[config.mk]
export PLATFORM = sky130hd
export DESIGN_NAME = watch_and_interval_timer
export DESIGN_NICKNAME = d
export VERILOG_FILES = /design/src/hdl/watch_timer_pkg.sv /design/src/hdl/watch_prescaler.sv /design/src/hdl/watch_and_interval_timer.sv
export SDC_FILE = /design/constraint.sdc
export NUM_CORES = 1
export LEC_CHECK = 0
export ABC_CLOCK_PERIOD_IN_PS = 2550
export BUFFER_PORTS_ARGS = -buffer_cell sky130_fd_sc_hd__buf_2
export CAP_MARGIN = 15
export CORE_MARGIN = 1
export CORE_UTILIZATION = 35
export CTS_CLUSTER_SIZE = 25
export DETAILED_ROUTE_END_ITERATION = 12
export PLACE_DENSITY = 0.63
export SETUP_SLACK_MARGIN = 0.1
export SYNTH_ARGS = -nofsm -noshare
export SYNTH_HDL_FRONTEND = slang
export SYNTH_SLANG_ARGS = --single-unit
[constraint.sdc]
create_clock -name CLK -period 2.55 [get_ports CLK]
set_input_delay 0.1275 -clock CLK [delete_from_list [all_inputs] [get_ports CLK]]
set_output_delay 0.1275 -clock CLK [all_outputs]
set_load 0.02 [all_outputs]
[src/hdl/watch_timer_pkg.sv]
/*
  shared constants and types of the watch and interval timer:
  register map, mode register layout, interrupt bits, divider figures.
  assumes a 32-bit AHB-Lite register bus with word-aligned registers.
*/
package watch_timer_pkg;

  // ----------------------------------------------------------------
  // register map (byte addresses)
  // ----------------------------------------------------------------
  localparam logic [31:0] MODE_ADDR = 32'h0000ff9c;
  localparam logic [31:0] STATUS_ADDR = 32'h0000ffa0;
  localparam logic [31:0] MASK_ADDR = 32'h0000ffa4;
  localparam logic [31:0] MODE_SET_ADDR = 32'h0000ffa8;
  localparam logic [31:0] MODE_CLR_ADDR = 32'h0000ffac;

  localparam logic [7:0] MODE_RESET = 8'h00;
  localparam logic [7:0] MODE_WRITABLE = 8'hfb; // bit 2 is reserved
  localparam logic [1:0] IRQ_RESET = 2'h0;

  // interrupt status and mask bit positions
  localparam int IRQ_WATCH_BIT = 0;
  localparam int IRQ_INTERVAL_BIT = 1;
  localparam int IRQ_BITS = 2;

  // ----------------------------------------------------------------
  // timing figures
  // ----------------------------------------------------------------
  localparam int MAIN_DIV_LOG2 = 7;      // main clock divided by 2^7
  localparam int PRESCALER_WIDTH = 9;
  localparam int COUNTER_WIDTH = 5;
  localparam int INTERVAL_BASE_TAP = 4;  // code 0 selects 2^4
  localparam logic [2:0] INTERVAL_LAST_CODE = 3'h5;
  localparam int SHORT_WATCH_TAP = 5;    // 2^5 fw watch period

  localparam logic [1:0] HTRANS_NONSEQ = 2'h2;

  // mode control register layout
  typedef struct packed {
    logic clock_source_select;
    logic [2:0] interval_select;  // hi, mid, lo
    logic watch_flag_period_select;
    logic reserved;
    logic counter_run;
    logic block_enable;
  } mode_t;

endpackage

[src/hdl/watch_prescaler.sv]
/*
  ripple-free binary prescaler driven by a one-cycle count tick.
  tap[i] pulses once every 2^i ticks, one clock after the tick.
  assumes tick is a single-cycle pulse on CLK.
*/
`timescale 1ns/1ns
module watch_prescaler #(
  parameter int WIDTH = 9
) (
  input wire logic clk,
  input wire logic reset_n,
  input wire logic clear,
  input wire logic tick,
  output logic [WIDTH-1:0] count,
  output logic [WIDTH:1] tap
);

  logic [WIDTH-1:0] cnt_q;
  logic [WIDTH:1] tap_q;

  // ----------------------------------------------------------------
  // counter
  // ----------------------------------------------------------------
  // clear wins over a tick so a stopped block always restarts at zero
  always_ff @(posedge clk) begin
    if (!reset_n || clear) begin
      cnt_q <= '0;
    end else if (tick) begin
      cnt_q <= cnt_q + 1'b1;
    end
  end

  // ----------------------------------------------------------------
  // stage outputs, one per power of two
  // ----------------------------------------------------------------
  for (genvar i = 1; i <= WIDTH; i++) begin : g_tap
    always_ff @(posedge clk) begin
      if (!reset_n || clear) begin
        tap_q[i] <= 1'b0;
      end else begin
        tap_q[i] <= tick && (&cnt_q[i-1:0]);
      end
    end
  end

  assign count = cnt_q;
  assign tap = tap_q;

endmodule // watch_prescaler

[src/hdl/watch_and_interval_timer.sv]
/*
  watch timer with interval timer: count clock select, shared 9-bit
  prescaler, 5-bit watch counter, ahb-lite register slave, interrupts.
  assumes SUB_CLK is a slow asynchronous clock well below CLK/4 and
  a single ahb-lite master with no wait states inserted upstream.
*/
`timescale 1ns/1ns

// Operation
// - clock_source_select: 0 takes main clock over 2^7, 1 takes subsystem clock
// - interval_select codes 0..5 give 2^4..2^9 fw; other codes prohibited
// - while enabled the interval interrupt repeats every selected interval
// - watch_flag_period_select: 0 gives 2^14 fw, 1 gives 2^5 fw
// - counter_run 1 starts the 5-bit counter, 0 stops and clears it
// - block_enable 0 stops and clears prescaler and counter; 1 enables
// - watch counting needs both enable and run; clearing clears the counter
// - clearing only counter_run restarts the watch, prescaler keeps running
// - counter counts one cycle after prescaler output; later periods exact
// - reset loads the mode register with zero, block stopped
// - mode register takes single-bit set/clear as well as whole writes
// - watch interrupt period is 2^14 fw (0.5 s at 32.768 kHz), or 2^5 fw when selected
// - watch and interval functions run together from one prescaler
module watch_and_interval_timer (
  input wire logic CLK,
  input wire logic RESET_N,
  input wire logic SUB_CLK,
  input wire logic HSEL,
  input wire logic [31:0] HADDR,
  input wire logic [1:0] HTRANS,
  input wire logic HWRITE,
  input wire logic [2:0] HSIZE,
  input wire logic [31:0] HWDATA,
  input wire logic HREADY,
  output logic [31:0] HRDATA,
  output logic HREADYOUT,
  output logic HRESP,
  output logic WATCH_TICK_IRQ,
  output logic INTERVAL_IRQ,
  output logic IRQ
);

  localparam int PW = watch_timer_pkg::PRESCALER_WIDTH;
  localparam int CW = watch_timer_pkg::COUNTER_WIDTH;
  localparam int DW = watch_timer_pkg::MAIN_DIV_LOG2;
  localparam int NI = watch_timer_pkg::IRQ_BITS;

  watch_timer_pkg::mode_t mode_q;
  logic [NI-1:0] status_q;
  logic [NI-1:0] mask_q;
  logic [31:0] hrdata_q;
  logic hreadyout_q, hresp_q, wr_pend_q;
  logic [31:0] wr_addr_q;
  logic [DW-1:0] div_q;
  logic sub_s1_q, sub_s2_q, sub_s3_q, fw_tick_q;
  logic [PW-1:0] presc_count;
  logic [PW:1] tap;
  logic [CW-1:0] cnt_q;
  logic stage_d_q, watch_q, interval_q, irq_q;
  logic watch_run, watch_hit, interval_hit, addr_phase;
  logic [7:0] mode_wdata;
  logic [31:0] rd_mux;

  // ----------------------------------------------------------------
  // ahb-lite slave
  // ----------------------------------------------------------------
  assign addr_phase = HSEL && HREADY && (HTRANS == watch_timer_pkg::HTRANS_NONSEQ);
  assign mode_wdata = HWDATA[7:0] & watch_timer_pkg::MODE_WRITABLE;

  // zero wait states; the response is always okay
  always_ff @(posedge CLK) begin
    if (!RESET_N) begin
      hreadyout_q <= 1'b0;
      hresp_q <= 1'b0;
    end else begin
      hreadyout_q <= 1'b1;
      hresp_q <= 1'b0;
    end
  end

  // write address is held for the data phase that follows
  always_ff @(posedge CLK) begin
    if (!RESET_N) begin
      wr_pend_q <= 1'b0;
      wr_addr_q <= '0;
    end else begin
      wr_pend_q <= addr_phase && HWRITE;
      wr_addr_q <= HADDR;
    end
  end

  // read mux; unmapped addresses read as zero
  always_comb begin
    rd_mux = '0;
    case (HADDR)
      watch_timer_pkg::MODE_ADDR: rd_mux = {24'h000000, mode_q};
      watch_timer_pkg::STATUS_ADDR: rd_mux = {30'h00000000, status_q};
      watch_timer_pkg::MASK_ADDR: rd_mux = {30'h00000000, mask_q};
      default: rd_mux = '0;
    endcase
  end

  // read data is captured at the address phase so it stands in the data phase
  always_ff @(posedge CLK) begin
    if (!RESET_N) begin
      hrdata_q <= '0;
    end else if (addr_phase && !HWRITE) begin
      hrdata_q <= rd_mux;
    end
  end

  // ----------------------------------------------------------------
  // mode control register
  // ----------------------------------------------------------------
  // the set/clear aliases give bit-level manipulation without read-modify-write
  always_ff @(posedge CLK) begin
    if (!RESET_N) begin
      mode_q <= watch_timer_pkg::MODE_RESET;
    end else if (wr_pend_q) begin
      case (wr_addr_q)
        watch_timer_pkg::MODE_ADDR: mode_q <= mode_wdata;
        watch_timer_pkg::MODE_SET_ADDR: mode_q <= mode_q | mode_wdata;
        watch_timer_pkg::MODE_CLR_ADDR: mode_q <= mode_q & ~mode_wdata;
        default: mode_q <= mode_q;
      endcase
    end
  end

  // interrupt mask
  always_ff @(posedge CLK) begin
    if (!RESET_N) begin
      mask_q <= watch_timer_pkg::IRQ_RESET;
    end else if (wr_pend_q && wr_addr_q == watch_timer_pkg::MASK_ADDR) begin
      mask_q <= HWDATA[NI-1:0];
    end
  end

  // ----------------------------------------------------------------
  // count clock select
  // ----------------------------------------------------------------
  // subsystem clock synchroniser; edge found between second and third stage
  always_ff @(posedge CLK) begin
    if (!RESET_N) begin
      sub_s1_q <= 1'b0;
      sub_s2_q <= 1'b0;
      sub_s3_q <= 1'b0;
    end else begin
      sub_s1_q <= SUB_CLK;
      sub_s2_q <= sub_s1_q;
      sub_s3_q <= sub_s2_q;
    end
  end

  // main clock divider runs freely; its phase is not tied to enable
  always_ff @(posedge CLK) begin
    if (!RESET_N) begin
      div_q <= '0;
    end else begin
      div_q <= div_q + 1'b1;
    end
  end

  // fw tick: one clock pulse per watch count clock period
  always_ff @(posedge CLK) begin
    if (!RESET_N || !mode_q.block_enable) begin
      fw_tick_q <= 1'b0;
    end else if (mode_q.clock_source_select) begin
      fw_tick_q <= sub_s2_q && !sub_s3_q;
    end else begin
      fw_tick_q <= &div_q;
    end
  end

  // ----------------------------------------------------------------
  // shared prescaler
  // ----------------------------------------------------------------
  // only block_enable clears it, so counter_run alone leaves it running
  watch_prescaler #(
    .WIDTH(PW)
  ) u_prescaler (
    .clk(CLK),
    .reset_n(RESET_N),
    .clear(!mode_q.block_enable),
    .tick(fw_tick_q),
    .count(presc_count),
    .tap(tap)
  );

  // ----------------------------------------------------------------
  // watch counter
  // ----------------------------------------------------------------
  assign watch_run = mode_q.block_enable && mode_q.counter_run;

  // the counter sees the prescaler output one cycle late
  always_ff @(posedge CLK) begin
    if (!RESET_N || !mode_q.block_enable) begin
      stage_d_q <= 1'b0;
    end else begin
      stage_d_q <= tap[PW];
    end
  end

  always_ff @(posedge CLK) begin
    if (!RESET_N || !watch_run) begin
      cnt_q <= '0;
    end else if (stage_d_q) begin
      cnt_q <= cnt_q + 1'b1;
    end
  end

  // long period on counter wrap, short period straight from the 2^5 stage
  always_comb begin
    if (!watch_run) begin
      watch_hit = 1'b0;
    end else if (mode_q.watch_flag_period_select) begin
      watch_hit = tap[watch_timer_pkg::SHORT_WATCH_TAP];
    end else begin
      watch_hit = stage_d_q && (&cnt_q);
    end
  end

  // ----------------------------------------------------------------
  // interval function
  // ----------------------------------------------------------------
  // prohibited codes simply never fire
  always_comb begin
    interval_hit = 1'b0;
    if (mode_q.block_enable && mode_q.interval_select <= watch_timer_pkg::INTERVAL_LAST_CODE) begin
      interval_hit = tap[watch_timer_pkg::INTERVAL_BASE_TAP + int'(mode_q.interval_select)];
    end
  end

  // ----------------------------------------------------------------
  // interrupt outputs
  // ----------------------------------------------------------------
  always_ff @(posedge CLK) begin
    if (!RESET_N) begin
      watch_q <= 1'b0;
      interval_q <= 1'b0;
    end else begin
      watch_q <= watch_hit;
      interval_q <= interval_hit;
    end
  end

  // sticky status, write one to clear; a new event beats the clear
  always_ff @(posedge CLK) begin
    if (!RESET_N) begin
      status_q <= watch_timer_pkg::IRQ_RESET;
    end else begin
      for (int b = 0; b < NI; b++) begin
        if ((b == watch_timer_pkg::IRQ_WATCH_BIT && watch_hit) ||
            (b == watch_timer_pkg::IRQ_INTERVAL_BIT && interval_hit)) begin
          status_q[b] <= 1'b1;
        end else if (wr_pend_q && wr_addr_q == watch_timer_pkg::STATUS_ADDR && HWDATA[b]) begin
          status_q[b] <= 1'b0;
        end
      end
    end
  end

  always_ff @(posedge CLK) begin
    if (!RESET_N) begin
      irq_q <= 1'b0;
    end else begin
      irq_q <= |(status_q & mask_q);
    end
  end

  assign HRDATA = hrdata_q;
  assign HREADYOUT = hreadyout_q;
  assign HRESP = hresp_q;
  assign WATCH_TICK_IRQ = watch_q;
  assign INTERVAL_IRQ = interval_q;
  assign IRQ = irq_q;
endmodule // watch_and_interval_timer

==> run metrics <==
status=finished, final reports clean; final setup fails=0; main flop type after synthesis=dfxtp_1; DR pass1 iterations=4; RSZ-0062 raised after global routing=no; Seq cells post-synth=87; cell taking the most area after synthesis=dfxtp_1; Register Area=approximately 1700 sq um; Buffers & Inverters on Critical Path=2; FF-to-FF path depth=4; initial core utilization=0.362; worst clock skew=about 8.8 ps; vias in the first global route=2590; FF-to-FF End=mode_q[0]; CP max-delay cell=dlygate4sd3_1; Async SR Flop Fraction=0; Final Hold Viols=0; combinational power share=0.067; maximum vdd ir drop=0.230 mV; most frequent cell after synthesis=dfxtp_1; Max Fanout on Critical Path=8; hpwl dp=~5000 um; Highest Clock Rate=484 MHz; first-pass GRT wire length=around 12000 um; initial antenna violation count=0; switch share=0.215; setup ws final=slightly below 500 ps; die width=roughly 100 um; post-route ant nets=0; Worst Hold End=wr_addr_q[28]; Synth Area per Inst=10.2 sq um; internal power=around 2.1 mW; CP peak stage delay=540 ps; r2r setup slk=a little over 700 ps; diode count=0; Max-cap violations=0; largest net degree at the start of global routing=49; clock share of power=0.416; Final nets=509; final setup TNS=0 ps; Layout area overhead=22.2%; CTS tree=built; critical-path cell list=dlygate4sd3_1, buf_2, or4b_4, nor2_1, a22oi_1, o32ai_1; part of the power in registers=0.517; LEAKAGE=1.83 nW; most instantiated cells after synthesis=87 x dfxtp_1, 43 x and2_1, 26 x buf_4; Mapped Cells=349; Worst EP arrival=roughly 2300 ps; DIE AREA=10600 sq um; EDFF count, synth=0; relative slew slack=0.606; # IOs=112; fin crit period=slightly above 2000 ps; total power=between 2 and 3 mW; clock root buffer=clkbuf_8; Yosys warnings=0; post-cts resize count=0; period utilisation layout=0.811; pre-CTS WS=716 ps; Worst Hold Margin=10.7 ps; Hold Crit Start=HADDR[28]; Filler cells=just under 1000; Die H=103 um; critical path class=in2reg; Critical Path Start Type=input pin; Non-Filler Cell Area, Final=4340 sq um; synth top area cells=dfxtp_1 49%, and2_1 7.6%, buf_4 5.5%; PD cells=625 nW/um^2; core footprint=9820 sq um; TritonCTS Sinks=87; r2r startpoint=wr_addr_q[20]; share of cells above drive strength 1=0.197; top cell type's share of synthesized area=0.490; Vias=~2600; Worst Path Required=2800 ps; Bufs on Longest Clock Path=2; global-route usage over all layers=0.153; Reg clk slew, reported paths=80 ps; Routed WL=7240 um; drt wl/cell=12.8 um; Slew Limit Fails=0; number of I/O port buffers=57; CTS Buf Count=9; Hold Crit Class=in2reg; initial drt markers=128; vias per inst=4.67; RD Place Congestion=0.726; gr ovfl total=0; H-tree depth=3; Switch Pwr=0.582 mW; worst-skew pair later-pin latency=350 ps; Synth Cell Area=between 3000 and 4000 sq um; Placed Area=3850 sq um; hold path depth=2; Post-route DRC=0; multi-input logic area=1640 sq um; # rows=36; delay-heaviest family, CP=simple AND/OR/NAND/NOR gates; Synth cell types=53; Slew @ Worst Pin=589 ps; Crit. End Element=flip-flop; register area share after synthesis=0.490
worst max-delay path by stage:
stage / from / to / slack [ps] / cells after the start
final: HADDR[6] / HRDATA[1] / 480 / 6
after global routing: HADDR[6] / HRDATA[1] / 380 / 6
after CTS: HADDR[6] / HRDATA[1] / 530 / 6
after detailed placement: wr_addr_q[20] / mode_q[0] / 720 / 4
after global placement: wr_addr_q[20] / mode_q[0] / 750 / 4
after floorplan: wr_addr_q[16] / mode_q[0] / 1070 / 4
worst register-to-register path: stages, from the launching register on:
cell,delay [ps]
dfxtp_1,300
nor4b_1,350
and4_1,510
o2111a_1,430
a22o_1,180
per-stage QoR:
stage,util,cells
6_report,0.442,565
5_1_grt,0.442,565
4_1_cts,0.442,565
3_5_place_dp,0.393,524
3_3_place_gp,0.393,524
2_1_floorplan,-,374
cell families after synthesis:
| kind of cell | Yosys count | share of synthesized area |
|---|---|---|
| xor+xnor | 11 | 0.0271 |
| buf+inv | 45 | 0.0750 |
| compound gates | 36 | 0.0785 |
| mux | 12 | 0.0380 |
| flops | 87 | 0.490 |
| fa+ha+maj | 7 | 0.0246 |
| other cells | 1 | 0.00106 |
| simple gates | 150 | 0.265 |
state kept, by name, indices dropped and copies added (netlist names), 2 cells and up:
signal	count
mask_q	2
wr_addr_q	32
div_q	7
u_prescaler.tap	6
cnt_q	5
HRDATA	7
status_q	2
mode_q	7
u_prescaler.count	9
cell usage in the layout (no fill, tap or decap), drive strengths merged, types with 9 or more instances in the layout:
cell type,netlist,layout
nor2,18,18
mux2i,9,9
nand2,23,23
nand4,10,10
conb,1,26
dfxtp,87,87
and2,44,44
dlygate4sd3,0,25
buf,27,58
nand3,10,10
clkbuf,14,11
power groups by stage:
stage | clock, mW | combinational [mW] | sequential (mW)
4_1_cts | 1.15 | 0.183 | 1.40
3_3_place_gp | 0 | 0.150 | 1.43
6_report | 1.13 | 0.183 | 1.40
2_1_floorplan | 0 | 0.124 | 1.43
5_1_grt | 1.22 | 0.205 | 1.41
3_5_place_dp | 0 | 0.153 | 1.44
metal layers:
metal  vias to the layer above  GRT usage  wire, um  share of wire
met1                      1244      0.181      3230           0.45
met2                        59      0.250      3550           0.49
met3                        14     0.0298       262          0.036
met5                         -          0         0              0
met4                         0      0.104       193          0.027
li1                       1319          -         -              -
repair_timing:
action,in CTS,in global routing
setup buffers,0,0
hold endpoints to repair,25,0
hold buffers,25,0
area by class of cell:
cell class                 instances  area share
timing repair buffer              83       0.125
clock buffer                      11      0.0303
clock inverter                     5      0.0245
multi-input combinational        242       0.377
sequential                        87       0.401
tap                              133      0.0383
inverter                           4     0.00346
Note: power is estimated with default switching activity, not from simulation.
